`config.mk`:
```
export PLATFORM = sky130hd
export DESIGN_NAME = sleep_wake_ctrl
export DESIGN_NICKNAME = d
export VERILOG_FILES = /design/src/hw/sleep_wake_pkg.sv /design/src/hw/sleep_wake_ctrl.sv /design/src/hw/wake_sync.sv
export VERILOG_INCLUDE_DIRS = /design/src /design/src/hw
export SDC_FILE = /design/constraint.sdc
export NUM_CORES = 1
export LEC_CHECK = 0
export BUFFER_PORTS_ARGS = -buffer_cell sky130_fd_sc_hd__buf_2
export CAP_MARGIN = 20
export CORE_ASPECT_RATIO = 1.4
export CORE_MARGIN = 2
export CORE_UTILIZATION = 35
export CTS_CLUSTER_DIAMETER = 80
export DETAILED_ROUTE_END_ITERATION = 16
export SETUP_SLACK_MARGIN = 0.02
export SYNTH_ARGS = -nofsm -noshare
export SYNTH_HDL_FRONTEND = slang
export SYNTH_SLANG_ARGS = --single-unit
```
`constraint.sdc`:
```
create_clock -name clk_sys_i -period 2.4 [get_ports clk_sys_i]
set_input_delay 0.24 -clock clk_sys_i [delete_from_list [all_inputs] [get_ports clk_sys_i]]
set_output_delay 0.24 -clock clk_sys_i [all_outputs]
set_load 0.02 [all_outputs]
```
`src/hw/sleep_wake_params.svh`:
```
// constants for the sleep and wake controller: register map, fields, resets
// assumes a 32-bit avalon-mm slave with word-aligned byte addresses
`ifndef SLEEP_WAKE_PARAMS_SVH
`define SLEEP_WAKE_PARAMS_SVH

`define SW_ADDR_W        6
`define SW_OFF_CTRL      6'h00
`define SW_OFF_CFG       6'h04
`define SW_OFF_STATE     6'h08
`define SW_OFF_IRQ_STAT  6'h0C
`define SW_OFF_IRQ_MASK  6'h10
`define SW_OFF_SAVED     6'h14

// ctrl fields (write-only command strobes)
`define SW_CTRL_SLEEP_S1 0
`define SW_CTRL_SLEEP_S3 1
`define SW_CTRL_SLEEP_S4 2
`define SW_CTRL_SOFT_OFF 3

// cfg fields
`define SW_CFG_PME_EN    0
`define SW_CFG_S5_LAN    1
`define SW_CFG_RESTORE   2
`define SW_CFG_RESET     3'h0

// wake source bit positions, also irq status bits 0..6
`define SW_SRC_N         7
`define SW_SRC_LAN       0
`define SW_SRC_PME       1
`define SW_SRC_PWRSW     2
`define SW_SRC_RTC       3
`define SW_SRC_SERIAL    4
`define SW_SRC_USB       5
`define SW_SRC_PCIE      6
`define SW_IRQ_SLEEP     7
`define SW_IRQ_W         8

`endif

```
`src/hw/sleep_wake_pkg.sv`:
```
// types for the sleep and wake controller
// state encodings are fixed here, not taken from sleep_wake_params.svh
package sleep_wake_pkg;
   typedef enum logic [5:0]
   {
      ST_S0  = 6'h01,
      ST_S1  = 6'h02,
      ST_S3  = 6'h04,
      ST_S4  = 6'h08,
      ST_S5  = 6'h10,
      ST_OFF = 6'h20
   } pwr_state_e;
endpackage

```
`src/hw/sleep_wake_ctrl.sv`:
```
// sleep state machine with wake gating, fans, supply and indicator control
// assumes standby clock clk_sys_i and an avalon-mm master with waitrequest
`timescale 1ns/1ps
`include "sleep_wake_params.svh"

module sleep_wake_ctrl
(
   input  wire logic                     clk_sys_i,
   input  wire logic                     nrst_i,
   input  wire logic [`SW_ADDR_W-1:0]    avs_address_i,
   input  wire logic                     avs_read_i,
   input  wire logic                     avs_write_i,
   input  wire logic [31:0]              avs_writedata_i,
   input  wire logic [3:0]               avs_byteenable_i,
   output logic      [31:0]              avs_readdata_o,
   output logic                          avs_waitrequest_o,
   input  wire logic                     lan_wake_i,
   input  wire logic                     pme_n_i,
   input  wire logic                     pwr_switch_i,
   input  wire logic                     rtc_alarm_i,
   input  wire logic                     serial_wake_i,
   input  wire logic                     usb_wake_i,
   input  wire logic                     pcie_wake_n_i,
   input  wire logic                     ac_return_i,
   input  wire logic                     led_dual_i,
   output logic                          main_pwr_on_o,
   output logic                          fan_on_o,
   output logic                          led_green_o,
   output logic                          led_amber_o,
   output logic                          irq_o
);
   ////////////////////////////////////////////////////////////////////////
   logic [`SW_SRC_N-1:0] raw_w;
   logic [`SW_SRC_N-1:0] src_s;
   logic [`SW_SRC_N-1:0] src_prev_q;
   logic [`SW_SRC_N-1:0] rise_w;
   logic [`SW_SRC_N-1:0] ok_w;
   logic                 wake_w;
   logic [2:0]           cfg_q;
   logic                 saved_on_q;
   logic                 ac_prev_q;
   logic                 ac_rise_w;
   logic [`SW_IRQ_W-1:0] stat_q;
   logic [`SW_IRQ_W-1:0] mask_q;
   logic                 ack_q;
   logic                 wr_w;
   logic                 rd_w;
   logic                 cmd_w;
   sleep_wake_pkg::pwr_state_e state_q;
   sleep_wake_pkg::pwr_state_e state_d;

   // which sources each state accepts, pme and lan s5 gated by config
   function automatic logic [`SW_SRC_N-1:0] allowed
   (
      input sleep_wake_pkg::pwr_state_e st,
      input logic [2:0]                 cfg
   );
      logic [`SW_SRC_N-1:0] m;
      m = '0;
      case (st)
         sleep_wake_pkg::ST_S1, sleep_wake_pkg::ST_S3:
            m = 7'h77;
         sleep_wake_pkg::ST_S4:
            m = 7'h4F;
         sleep_wake_pkg::ST_S5:
            m = {1'b1, 2'b00, 1'b1, 1'b1, cfg[`SW_CFG_S5_LAN],
                 cfg[`SW_CFG_S5_LAN]};
         default:
            m = '0;
      endcase
      m[`SW_SRC_PME] = m[`SW_SRC_PME] & cfg[`SW_CFG_PME_EN];
      return m;
   endfunction

   ////////////////////////////////////////////////////////////////////////
   // lan line arrives already asserted by the lan subsystem
   assign raw_w = {~pcie_wake_n_i, usb_wake_i, serial_wake_i, rtc_alarm_i,
                   pwr_switch_i, ~pme_n_i, lan_wake_i};

   wake_sync #(.W(`SW_SRC_N)) u_sync
   (
      .clk_sys_i (clk_sys_i),
      .nrst_i    (nrst_i),
      .async_i   (raw_w),
      .sync_o    (src_s)
   );

   always_ff @(posedge clk_sys_i or negedge nrst_i)
   begin
      if (!nrst_i)
      begin
         src_prev_q <= '0;
         ac_prev_q  <= 1'b0;
      end
      else
      begin
         src_prev_q <= src_s;
         ac_prev_q  <= ac_return_i;
      end
   end

   // edges only, so a held switch does not re-wake right after sleep
   assign rise_w    = src_s & ~src_prev_q;
   assign ok_w      = rise_w & allowed(state_q, cfg_q);
   assign wake_w    = |ok_w;
   assign ac_rise_w = ac_return_i & ~ac_prev_q;

   ////////////////////////////////////////////////////////////////////////
   // bus: one wait cycle, answer on the second edge of a request
   assign wr_w  = avs_write_i & ack_q;
   assign rd_w  = avs_read_i & ack_q;
   assign cmd_w = wr_w && avs_address_i == `SW_OFF_CTRL
                  && avs_byteenable_i[0];

   always_ff @(posedge clk_sys_i or negedge nrst_i)
   begin
      if (!nrst_i)
         ack_q <= 1'b0;
      else
         ack_q <= (avs_read_i | avs_write_i) & ~ack_q;
   end

   always_ff @(posedge clk_sys_i or negedge nrst_i)
   begin
      if (!nrst_i)
         avs_waitrequest_o <= 1'b1;
      else
         avs_waitrequest_o <= ~((avs_read_i | avs_write_i) & ~ack_q);
   end

   always_ff @(posedge clk_sys_i or negedge nrst_i)
   begin
      if (!nrst_i)
      begin
         cfg_q  <= `SW_CFG_RESET;
         mask_q <= '0;
      end
      else if (wr_w && avs_byteenable_i[0])
      begin
         if (avs_address_i == `SW_OFF_CFG)
            cfg_q <= avs_writedata_i[2:0];
         if (avs_address_i == `SW_OFF_IRQ_MASK)
            mask_q <= avs_writedata_i[`SW_IRQ_W-1:0];
      end
   end

   always_ff @(posedge clk_sys_i or negedge nrst_i)
   begin
      if (!nrst_i)
         avs_readdata_o <= '0;
      else if ((avs_read_i | avs_write_i) & ~ack_q)
      begin
         avs_readdata_o <= '0;
         if (avs_read_i)
            case (avs_address_i)
               `SW_OFF_CFG:      avs_readdata_o <= {29'h0, cfg_q};
               `SW_OFF_STATE:    avs_readdata_o <= {26'h0, state_q};
               `SW_OFF_IRQ_STAT: avs_readdata_o <= {24'h0, stat_q};
               `SW_OFF_IRQ_MASK: avs_readdata_o <= {24'h0, mask_q};
               `SW_OFF_SAVED:    avs_readdata_o <= {31'h0, saved_on_q};
               default:          avs_readdata_o <= '0;
            endcase
      end
   end

   ////////////////////////////////////////////////////////////////////////
   always_comb
   begin
      state_d = state_q;
      case (state_q)
         sleep_wake_pkg::ST_S0:
         begin
            if (cmd_w && avs_writedata_i[`SW_CTRL_SOFT_OFF])
               state_d = sleep_wake_pkg::ST_S5;
            else if (cmd_w && avs_writedata_i[`SW_CTRL_SLEEP_S4])
               state_d = sleep_wake_pkg::ST_S4;
            else if (cmd_w && avs_writedata_i[`SW_CTRL_SLEEP_S3])
               state_d = sleep_wake_pkg::ST_S3;
            else if (cmd_w && avs_writedata_i[`SW_CTRL_SLEEP_S1])
               state_d = sleep_wake_pkg::ST_S1;
         end
         sleep_wake_pkg::ST_S1, sleep_wake_pkg::ST_S3,
         sleep_wake_pkg::ST_S4, sleep_wake_pkg::ST_S5:
            if (wake_w)
               state_d = sleep_wake_pkg::ST_S0;
         sleep_wake_pkg::ST_OFF:
            if (ac_rise_w)
               state_d = (cfg_q[`SW_CFG_RESTORE] && saved_on_q)
                         ? sleep_wake_pkg::ST_S0
                         : sleep_wake_pkg::ST_S5;
         default:
            state_d = sleep_wake_pkg::ST_OFF;
      endcase
   end

   always_ff @(posedge clk_sys_i or negedge nrst_i)
   begin
      if (!nrst_i)
         state_q <= sleep_wake_pkg::ST_OFF;
      else
         state_q <= state_d;
   end

   // last on/off state kept for restore after the ac outage
   always_ff @(posedge clk_sys_i or negedge nrst_i)
   begin
      if (!nrst_i)
         saved_on_q <= 1'b0;
      else if (state_q != sleep_wake_pkg::ST_OFF)
         saved_on_q <= state_q == sleep_wake_pkg::ST_S0;
      else if (wr_w && avs_address_i == `SW_OFF_SAVED)
         saved_on_q <= avs_writedata_i[0];
   end

   ////////////////////////////////////////////////////////////////////////
   always_ff @(posedge clk_sys_i or negedge nrst_i)
   begin
      if (!nrst_i)
      begin
         main_pwr_on_o <= 1'b0;
         fan_on_o      <= 1'b0;
         led_green_o   <= 1'b0;
         led_amber_o   <= 1'b0;
      end
      else
      begin
         main_pwr_on_o <= state_d == sleep_wake_pkg::ST_S0
                          || state_d == sleep_wake_pkg::ST_S1;
         fan_on_o      <= state_d == sleep_wake_pkg::ST_S0;
         led_green_o   <= state_d == sleep_wake_pkg::ST_S0;
         led_amber_o   <= state_d == sleep_wake_pkg::ST_S3
                          && led_dual_i;
      end
   end

   ////////////////////////////////////////////////////////////////////////
   // set beats the read-clear so a coincident event survives
   always_ff @(posedge clk_sys_i or negedge nrst_i)
   begin
      if (!nrst_i)
         stat_q <= '0;
      else
         stat_q <= (rd_w && avs_address_i == `SW_OFF_IRQ_STAT ? '0 : stat_q)
                   | {cmd_w, ok_w};
   end

   always_ff @(posedge clk_sys_i or negedge nrst_i)
   begin
      if (!nrst_i)
         irq_o <= 1'b0;
      else
         irq_o <= |(stat_q & mask_q);
   end

   ////////////////////////////////////////////////////////////////////////
   a_fans_follow_s0: assert property (
      @(posedge clk_sys_i) disable iff (!nrst_i)
      1'b1 |=> fan_on_o == (state_q == sleep_wake_pkg::ST_S0))
      else $error("fan output disagrees with s0");
   a_fans_off_sleep: assert property (
      @(posedge clk_sys_i) disable iff (!nrst_i)
      state_q inside {sleep_wake_pkg::ST_S3, sleep_wake_pkg::ST_S4,
      sleep_wake_pkg::ST_S5} && !wake_w |=> !fan_on_o)
      else $error("fans on in deep sleep");
   a_rtc_not_s1s3: assert property (
      @(posedge clk_sys_i) disable iff (!nrst_i)
      state_q inside {sleep_wake_pkg::ST_S1, sleep_wake_pkg::ST_S3}
      |-> !ok_w[`SW_SRC_RTC])
      else $error("rtc accepted in s1 or s3");
   a_usb_only_s1s3: assert property (
      @(posedge clk_sys_i) disable iff (!nrst_i)
      ok_w[`SW_SRC_USB] |-> state_q inside {sleep_wake_pkg::ST_S1,
      sleep_wake_pkg::ST_S3})
      else $error("usb wake outside s1 and s3");
   a_lan_s5_gate: assert property (
      @(posedge clk_sys_i) disable iff (!nrst_i)
      state_q == sleep_wake_pkg::ST_S5 && !cfg_q[`SW_CFG_S5_LAN]
      |-> !ok_w[`SW_SRC_LAN] && !ok_w[`SW_SRC_PME])
      else $error("lan or pme woke s5 while disabled");
   a_pme_enable: assert property (
      @(posedge clk_sys_i) disable iff (!nrst_i)
      ok_w[`SW_SRC_PME] |-> cfg_q[`SW_CFG_PME_EN])
      else $error("pme wake without enable");
   a_pcie_wakes: assert property (
      @(posedge clk_sys_i) disable iff (!nrst_i)
      rise_w[`SW_SRC_PCIE] && state_q inside {sleep_wake_pkg::ST_S1,
      sleep_wake_pkg::ST_S3, sleep_wake_pkg::ST_S4, sleep_wake_pkg::ST_S5}
      |=> state_q == sleep_wake_pkg::ST_S0 ##1 main_pwr_on_o)
      else $error("pcie wake ignored");
   a_soft_off: assert property (
      @(posedge clk_sys_i) disable iff (!nrst_i)
      state_q == sleep_wake_pkg::ST_S0 && cmd_w
      && avs_writedata_i[`SW_CTRL_SOFT_OFF] |=> !main_pwr_on_o
      && state_q == sleep_wake_pkg::ST_S5)
      else $error("soft off left main supply on");
   a_s3_dark: assert property (
      @(posedge clk_sys_i) disable iff (!nrst_i)
      state_q == sleep_wake_pkg::ST_S3 && $past(state_q)
      == sleep_wake_pkg::ST_S3 |-> !main_pwr_on_o && !led_green_o)
      else $error("s3 supply or indicator wrong");
   a_restore_on: assert property (
      @(posedge clk_sys_i) disable iff (!nrst_i)
      state_q == sleep_wake_pkg::ST_OFF && ac_rise_w
      && cfg_q[`SW_CFG_RESTORE] && saved_on_q
      |=> state_q == sleep_wake_pkg::ST_S0)
      else $error("power state not restored");
   a_s3_resume: assert property (
      @(posedge clk_sys_i) disable iff (!nrst_i)
      state_q == sleep_wake_pkg::ST_S3 && wake_w
      |=> state_q == sleep_wake_pkg::ST_S0)
      else $error("s3 wake did not resume s0");
   a_s0_ignores: assert property (
      @(posedge clk_sys_i) disable iff (!nrst_i)
      state_q == sleep_wake_pkg::ST_S0 |-> ok_w == '0)
      else $error("wake acted on in s0");
endmodule

```
`src/hw/wake_sync.sv`:
```
// two-flop synchroniser for a vector of wake inputs
// assumes inputs are asynchronous levels, active high after inversion
`timescale 1ns/1ps
module wake_sync
#(
   parameter int W = 7
)
(
   input  wire logic         clk_sys_i,
   input  wire logic         nrst_i,
   input  wire logic [W-1:0] async_i,
   output logic      [W-1:0] sync_o
);
   logic [W-1:0] meta_q;

   always_ff @(posedge clk_sys_i or negedge nrst_i)
   begin
      if (!nrst_i)
      begin
         meta_q <= '0;
         sync_o <= '0;
      end
      else
      begin
         meta_q <= async_i;
         sync_o <= meta_q;
      end
   end
endmodule

```
* Yosys cells after proc, flatten, opt, wreduce, memory -nomap -nowiden *
Cells that the tools add are included.

storage, ports and cells
  register bits = 86
  bits of input ports = 55

cells by class
  equality and inequality tests = 15
  multiplexer cells = 14
  bitwise logic cells = 16
  reduce and logical (&&, ||, !) cells = 20

operators with widths
  operator                                       number
  case mux 8 bit (5 select lines)                1
  2-to-1 mux 6 bit                               6
  2-to-1 mux 32 bit                              1
  case mux 7 bit (3 select lines)                1
  == test 6 x 3 -> 1 bit, second input constant  3
  == test 6 x 4 -> 1 bit, second input constant  3
  == test 6 x 5 -> 1 bit, second input constant  3
  case mux 6 bit (3 select lines)                1
  bitwise AND 7 bit                              2
  == test 6 x 1 -> 1 bit, second input constant  2
  == test 6 x 2 -> 1 bit, second input constant  2
  logical AND 1 bit                              11
  bitwise AND 8 bit                              1
  2-to-1 mux 8 bit                               1
  bitwise OR 8 bit                               1
  OR reduction 8 bit                             1
  inverter 7 bit                                 1
  OR reduction 7 bit                             1
  == test 6 bit, second input constant           1
  logical NOT 6 bit                              1
  != test 6 bit, second input constant           1
  bitwise AND 1 bit                              5
  2-to-1 mux 5 bit                               1
  inverter 1 bit                                 5
  7 further kinds                                9

* Depth between registers and ports, before layout *
  depth after elaboration = 11
  depth in mapped cells = 8

* By module *
Synthesis repeated with hierarchy kept, for this count alone.

second synthesis, totals
  cells, all modules = 248
  area, all modules = 2901.5 um^2

modules (own cells, without submodules)
  module           instances  cells an instance  area each (um^2)  sequential area each (um^2)
  sleep_wake_ctrl  1          234                2551.2            1203.7
  wake_sync        1          14                 350.3             350.3

* Worst setup path after synthesis *
No wires, ideal clock.

  path kind = register -> register
  start point = register state_q[4]
  end point = register state_q[1]
  setup time = 0.073 ns
  arrival time = 1.900 ns
  data required time = 2.327 ns
  path slack = 0.427 ns
  cell stages (with the launch flop) = 8
  buffers on the path = 2
  period minus slack after synthesis = 1.973 ns
  cell sequence = dfrtp_1 > buf_6 > or3_4 > buf_6 > or4b_4 > nor2_1 > nand3_1 > a2bb2oi_2

between the ends
  longest elaborated chain between the ends = 8
  elaborated cells on any way between the ends = 14
  those cells by class = eq/ne (6); mux (3); bitwise (2); reduce/logical (3)

RTL lines
  element                                                           line                                           source
  from (decl)                                                       sleep_wake_ctrl.sv:49                          sleep_wake_pkg::pwr_state_e state_q;
  from (signal assigned)                                            sleep_wake_ctrl.sv:199                         state_q <= sleep_wake_pkg::ST_OFF;
  from (signal assigned)                                            sleep_wake_ctrl.sv:201                         state_q <= state_d;
  == test 6 x 2 -> 1 bit or == test 6 x 3 -> 1 bit (tied branches)  sleep_wake_ctrl.sv:60, sleep_wake_ctrl.sv:170
  OR reduction 2 bit                                                sleep_wake_ctrl.sv:60                          case (st)
  case mux 7 bit (3 select lines)                                   sleep_wake_ctrl.sv:60
  bitwise AND 1 bit                                                 sleep_wake_ctrl.sv:71                          m[`SW_SRC_PME] = m[`SW_SRC_PME] & cfg[`SW_CFG_PME_EN];
  bitwise AND 7 bit                                                 sleep_wake_ctrl.sv:104                         assign ok_w = rise_w & allowed(state_q, cfg_q);
  OR reduction 7 bit                                                sleep_wake_ctrl.sv:105                         assign wake_w = |ok_w;
  2-to-1 mux 6 bit                                                  sleep_wake_ctrl.sv:184                         if (wake_w)
  case mux 6 bit (3 select lines) *                                 sleep_wake_ctrl.sv:170                         case (state_q)
  via state_d[1]                                                    sleep_wake_ctrl.sv:50                          sleep_wake_pkg::pwr_state_e state_d;

Mark *: on every way through the listed nets, which the timed path passes. The rest lies on a longest branch.
A chain may end at the register's enable or synchronous reset.

* Worst setup path after layout *
  start point = register state_q[4]
  end point = register state_q[4]

Same word-level chain as after synthesis.

==> results.py <==
metrics = {
    "clock_tree": {
        "root_buffer": "clkbuf_8",
        "cts_hold_buf": 6,
        "clk_pin_slew_ns": 0.07,
        "post_cts_buffers": 0,
        "clockBufferDepth": 2,
        "cts.htree.levels": 3,
        "cts-buffers-inserted": 9,
        "cts_tree": "yes",
        "cts_sinks": 62,
        "cts.repair.resized": 0,
        "clk_latency_ns": 0.34,
    },
    "die": {
        "initial_core_util": 0.363,
        "io_pins": 93,
        "dieArea_mm2": 0.00884,
        "coreArea_mm2": 0.00780,
        "fp.dieH_um": 110,
        "rows": 38,
        "die_w_um": 80.0,
    },
    "power_and_ir_drop": {
        "ir_drop_mv": 0.331,
        "p_total_w": 0.00241,
        "leakage_nw": 1.55,
        "cellPowerDensity_mw_per_mm2": 738,
    },
    "detailed_routing": {
        "drt.antenna.violating_nets": 0,
        "routedWlPerCell_um": 14.4,
        "drt_wl_total_mm": 5.87,
        "num_vias": 2023,
        "dr.first_iter.drc_count": 164,
        "vias_per_cell": 4.97,
        "remaining_drc_errors": 0,
        "drt_first_pass_iters": 4,
    },
    "synth": {
        "synth_cell_type_count": 54,
        "yosysWarnings": 0,
        "ys_seq_area_frac": 0.549,
        "ys_seq_elements": 62,
        "syn-cell-area_mm2": 0.00283,
        "syn_inst": 253,
        "synth_top_flop_cell": "dfrtp_1",
        "synth_edf_count": 0,
        "synth_area_per_cell_um2": 11.2,
        "async_flop_share": 1.00,
    },
    "status": {
        "status": "finished, final reports clean",
    },
    "sta": {
        "fin_hold_ws_ns": 0.0366,
        "tightestPinTransition_ns": 0.794,
        "rsz0062_at_grt": "false",
        "finalHoldViolCount": 0,
        "setup_viol": 0,
        "skew_ns": 0.00591,
        "fin_crit_ns": 2.14,
        "max_clock_freq_mhz": 466,
        "fin_tns_setup_ns": 0,
        "relSlewSlack": 0.470,
        "finalMaxSlewViolations": 0,
        "fin_crit_sh": 0.893,
    },
    "finish": {
        "final_layout_size_suffix_gt1_frac": 0.267,
        "antenna_cells": 0,
        "final_core_util": 0.419,
        "nets": 357,
        "syn_to_final_growth_pct": 15.4,
        "fillers": 765,
    },
    "placement": {
        "dp_hpwl_mm": 4.34,
        "io_buffers": 41,
        "gp_congestion": 0.824,
    },
    "worst_setup_path": {
        "worstPathCellList": "or3_4, a21oi_2, a32oi_1, and4_4, a221o_1",
        "worstPathArrival_ns": 2.37,
        "cp_slowest_cell": "dfrtp_1",
        "required_ns": 2.62,
        "worstPathMaxFanout": 10,
        "startpoint_type": "flop",
        "critPathTopFamily": "simple AND/OR/NAND/NOR gates",
        "crit_type": "flop to flop",
        "path_buf_inv": 0,
        "critPathCaptureType": "flop",
        "cpPeakStageDelay_ns": 0.52,
    },
    "grt": {
        "grt_pass1_vias": 1928,
        "grt_pass1_wl_mm": 9.60,
        "grt-ovfl-total": 0,
        "antenna_found_initial": 0,
        "grt_max_degree": 39,
        "track_usage": 0.142,
    },
    "min_path": {
        "worstHoldPathType": "input pin to flop",
    },
    "flow_run": {
        "cap_violations": 0,
    },
}
## routing by layer
layer | share of wire | global-route usage | up-vias
met4 | 0.021 | 0.0621 | 0
met2 | 0.52 | 0.234 | 81
met1 | 0.40 | 0.167 | 965
li1 | - | - | 964
met3 | 0.060 | 0.0417 | 13
met5 | 0 | 0 | -
## cell usage after synthesis, types with 3 or more instances
cell,number,area share
nor3_1,5,0.0088
nor4_1,3,0.0066
a21oi_1,5,0.0088
nor2_1,8,0.011
nand3_1,5,0.0088
and3_1,4,0.0088
nand3b_1,4,0.011
buf_4,26,0.069
clkbuf_1,7,0.0093
nand2_1,25,0.033
nand2b_1,3,0.0066
mux2_2,10,0.040
xnor2_1,4,0.012
o21ai_0,16,0.028
a22oi_1,8,0.021
dfrtp_1,60,0.53
a22o_1,4,0.012
inv_1,8,0.011
mux2i_1,3,0.011
## flip-flops by register name (all words and copies together) (netlist names), 3 cells and up
signal          flops
mask_q              8
u_sync.sync_o       7
u_sync.meta_q       7
cfg_q               3
stat_q              8
src_prev_q          7
avs_readdata_o      8
state_q             6
## per-stage QoR
step / instance area [um^2] / cells / worst slack, ns
after floorplan: 2920 / 276 / 0.427
after global placement: 3040 / 385 / 0.250
after detailed placement: 3040 / 385 / 0.251
after CTS: 3270 / 407 / 0.245
after global routing: 3270 / 407 / 0.0647
final: 3270 / 407 / 0.256
## where the power goes
group	switching [W]	internal, W	leakage (nW)
Sequential	0.0000959	0.00115	0.775
Clock	0.000407	0.000370	0.0820
Combinational	0.000227	0.000160	0.696
Total	0.000730	0.00168	1.55
## layout make-up
type | instances | area (um^2) | share of cell area
Inverter | 8 | 30.0 | 0.00918
Sequential cell | 62 | 1550 | 0.475
Tap cell | 100 | 125 | 0.0383
Multi-Input combinational cell | 170 | 1090 | 0.332
Clock buffer | 10 | 128 | 0.0390
Timing Repair Buffer | 51 | 308 | 0.0941
Clock inverter | 6 | 38.8 | 0.0119
## cells in the final DEF, fill, tap and decap left out, types with 4 or more instances in the layout
master / count
dfrtp_1: 60
buf_2: 41
nand2_1: 25
conb_1: 24
o21ai_0: 16
mux2_2: 10
clkbuf_8: 9
inv_1: 8
nor2_1: 8
a22oi_1: 8
dlygate4sd3_1: 6
nor3_1: 5
nand3_1: 5
a21oi_1: 5
xnor2_1: 4
nand3b_1: 4
and3_1: 4
a22o_1: 4
## worst paths after layout
check | start | end | slack (ns) | cells past startpoint
min reg2reg | u_sync.meta_q[2]$_DFF_PN0_ | u_sync.sync_o[2]$_DFF_PN0_ | 0.35 | 0
min in group asynchronous | nrst_i | avs_readdata_o[6]$_DFFE_PN0P_ | 0.44 | 2
min | ac_return_i | ac_prev_q$_DFF_PN0_ | 0.04 | 1
max reg2reg | state_q[4]$_DFF_PN0_ | state_q[4]$_DFF_PN0_ | 0.26 | 5
max in group asynchronous | nrst_i | src_prev_q[0]$_DFF_PN0_ | 1.35 | 3
max | state_q[4]$_DFF_PN0_ | state_q[4]$_DFF_PN0_ | 0.26 | 5
## kinds of logic after synthesis
family,after synthesis,share of synthesized area
muxes,13,0.0504
other,1,0.00132
and+or+nand+nor,74,0.148
AOI/OAI and AO/OA,55,0.141
xor gates and xnor gates,4,0.0124
buffers and inverters,44,0.0985
DFF,62,0.549
Note: power is estimated with default switching activity, not from simulation.
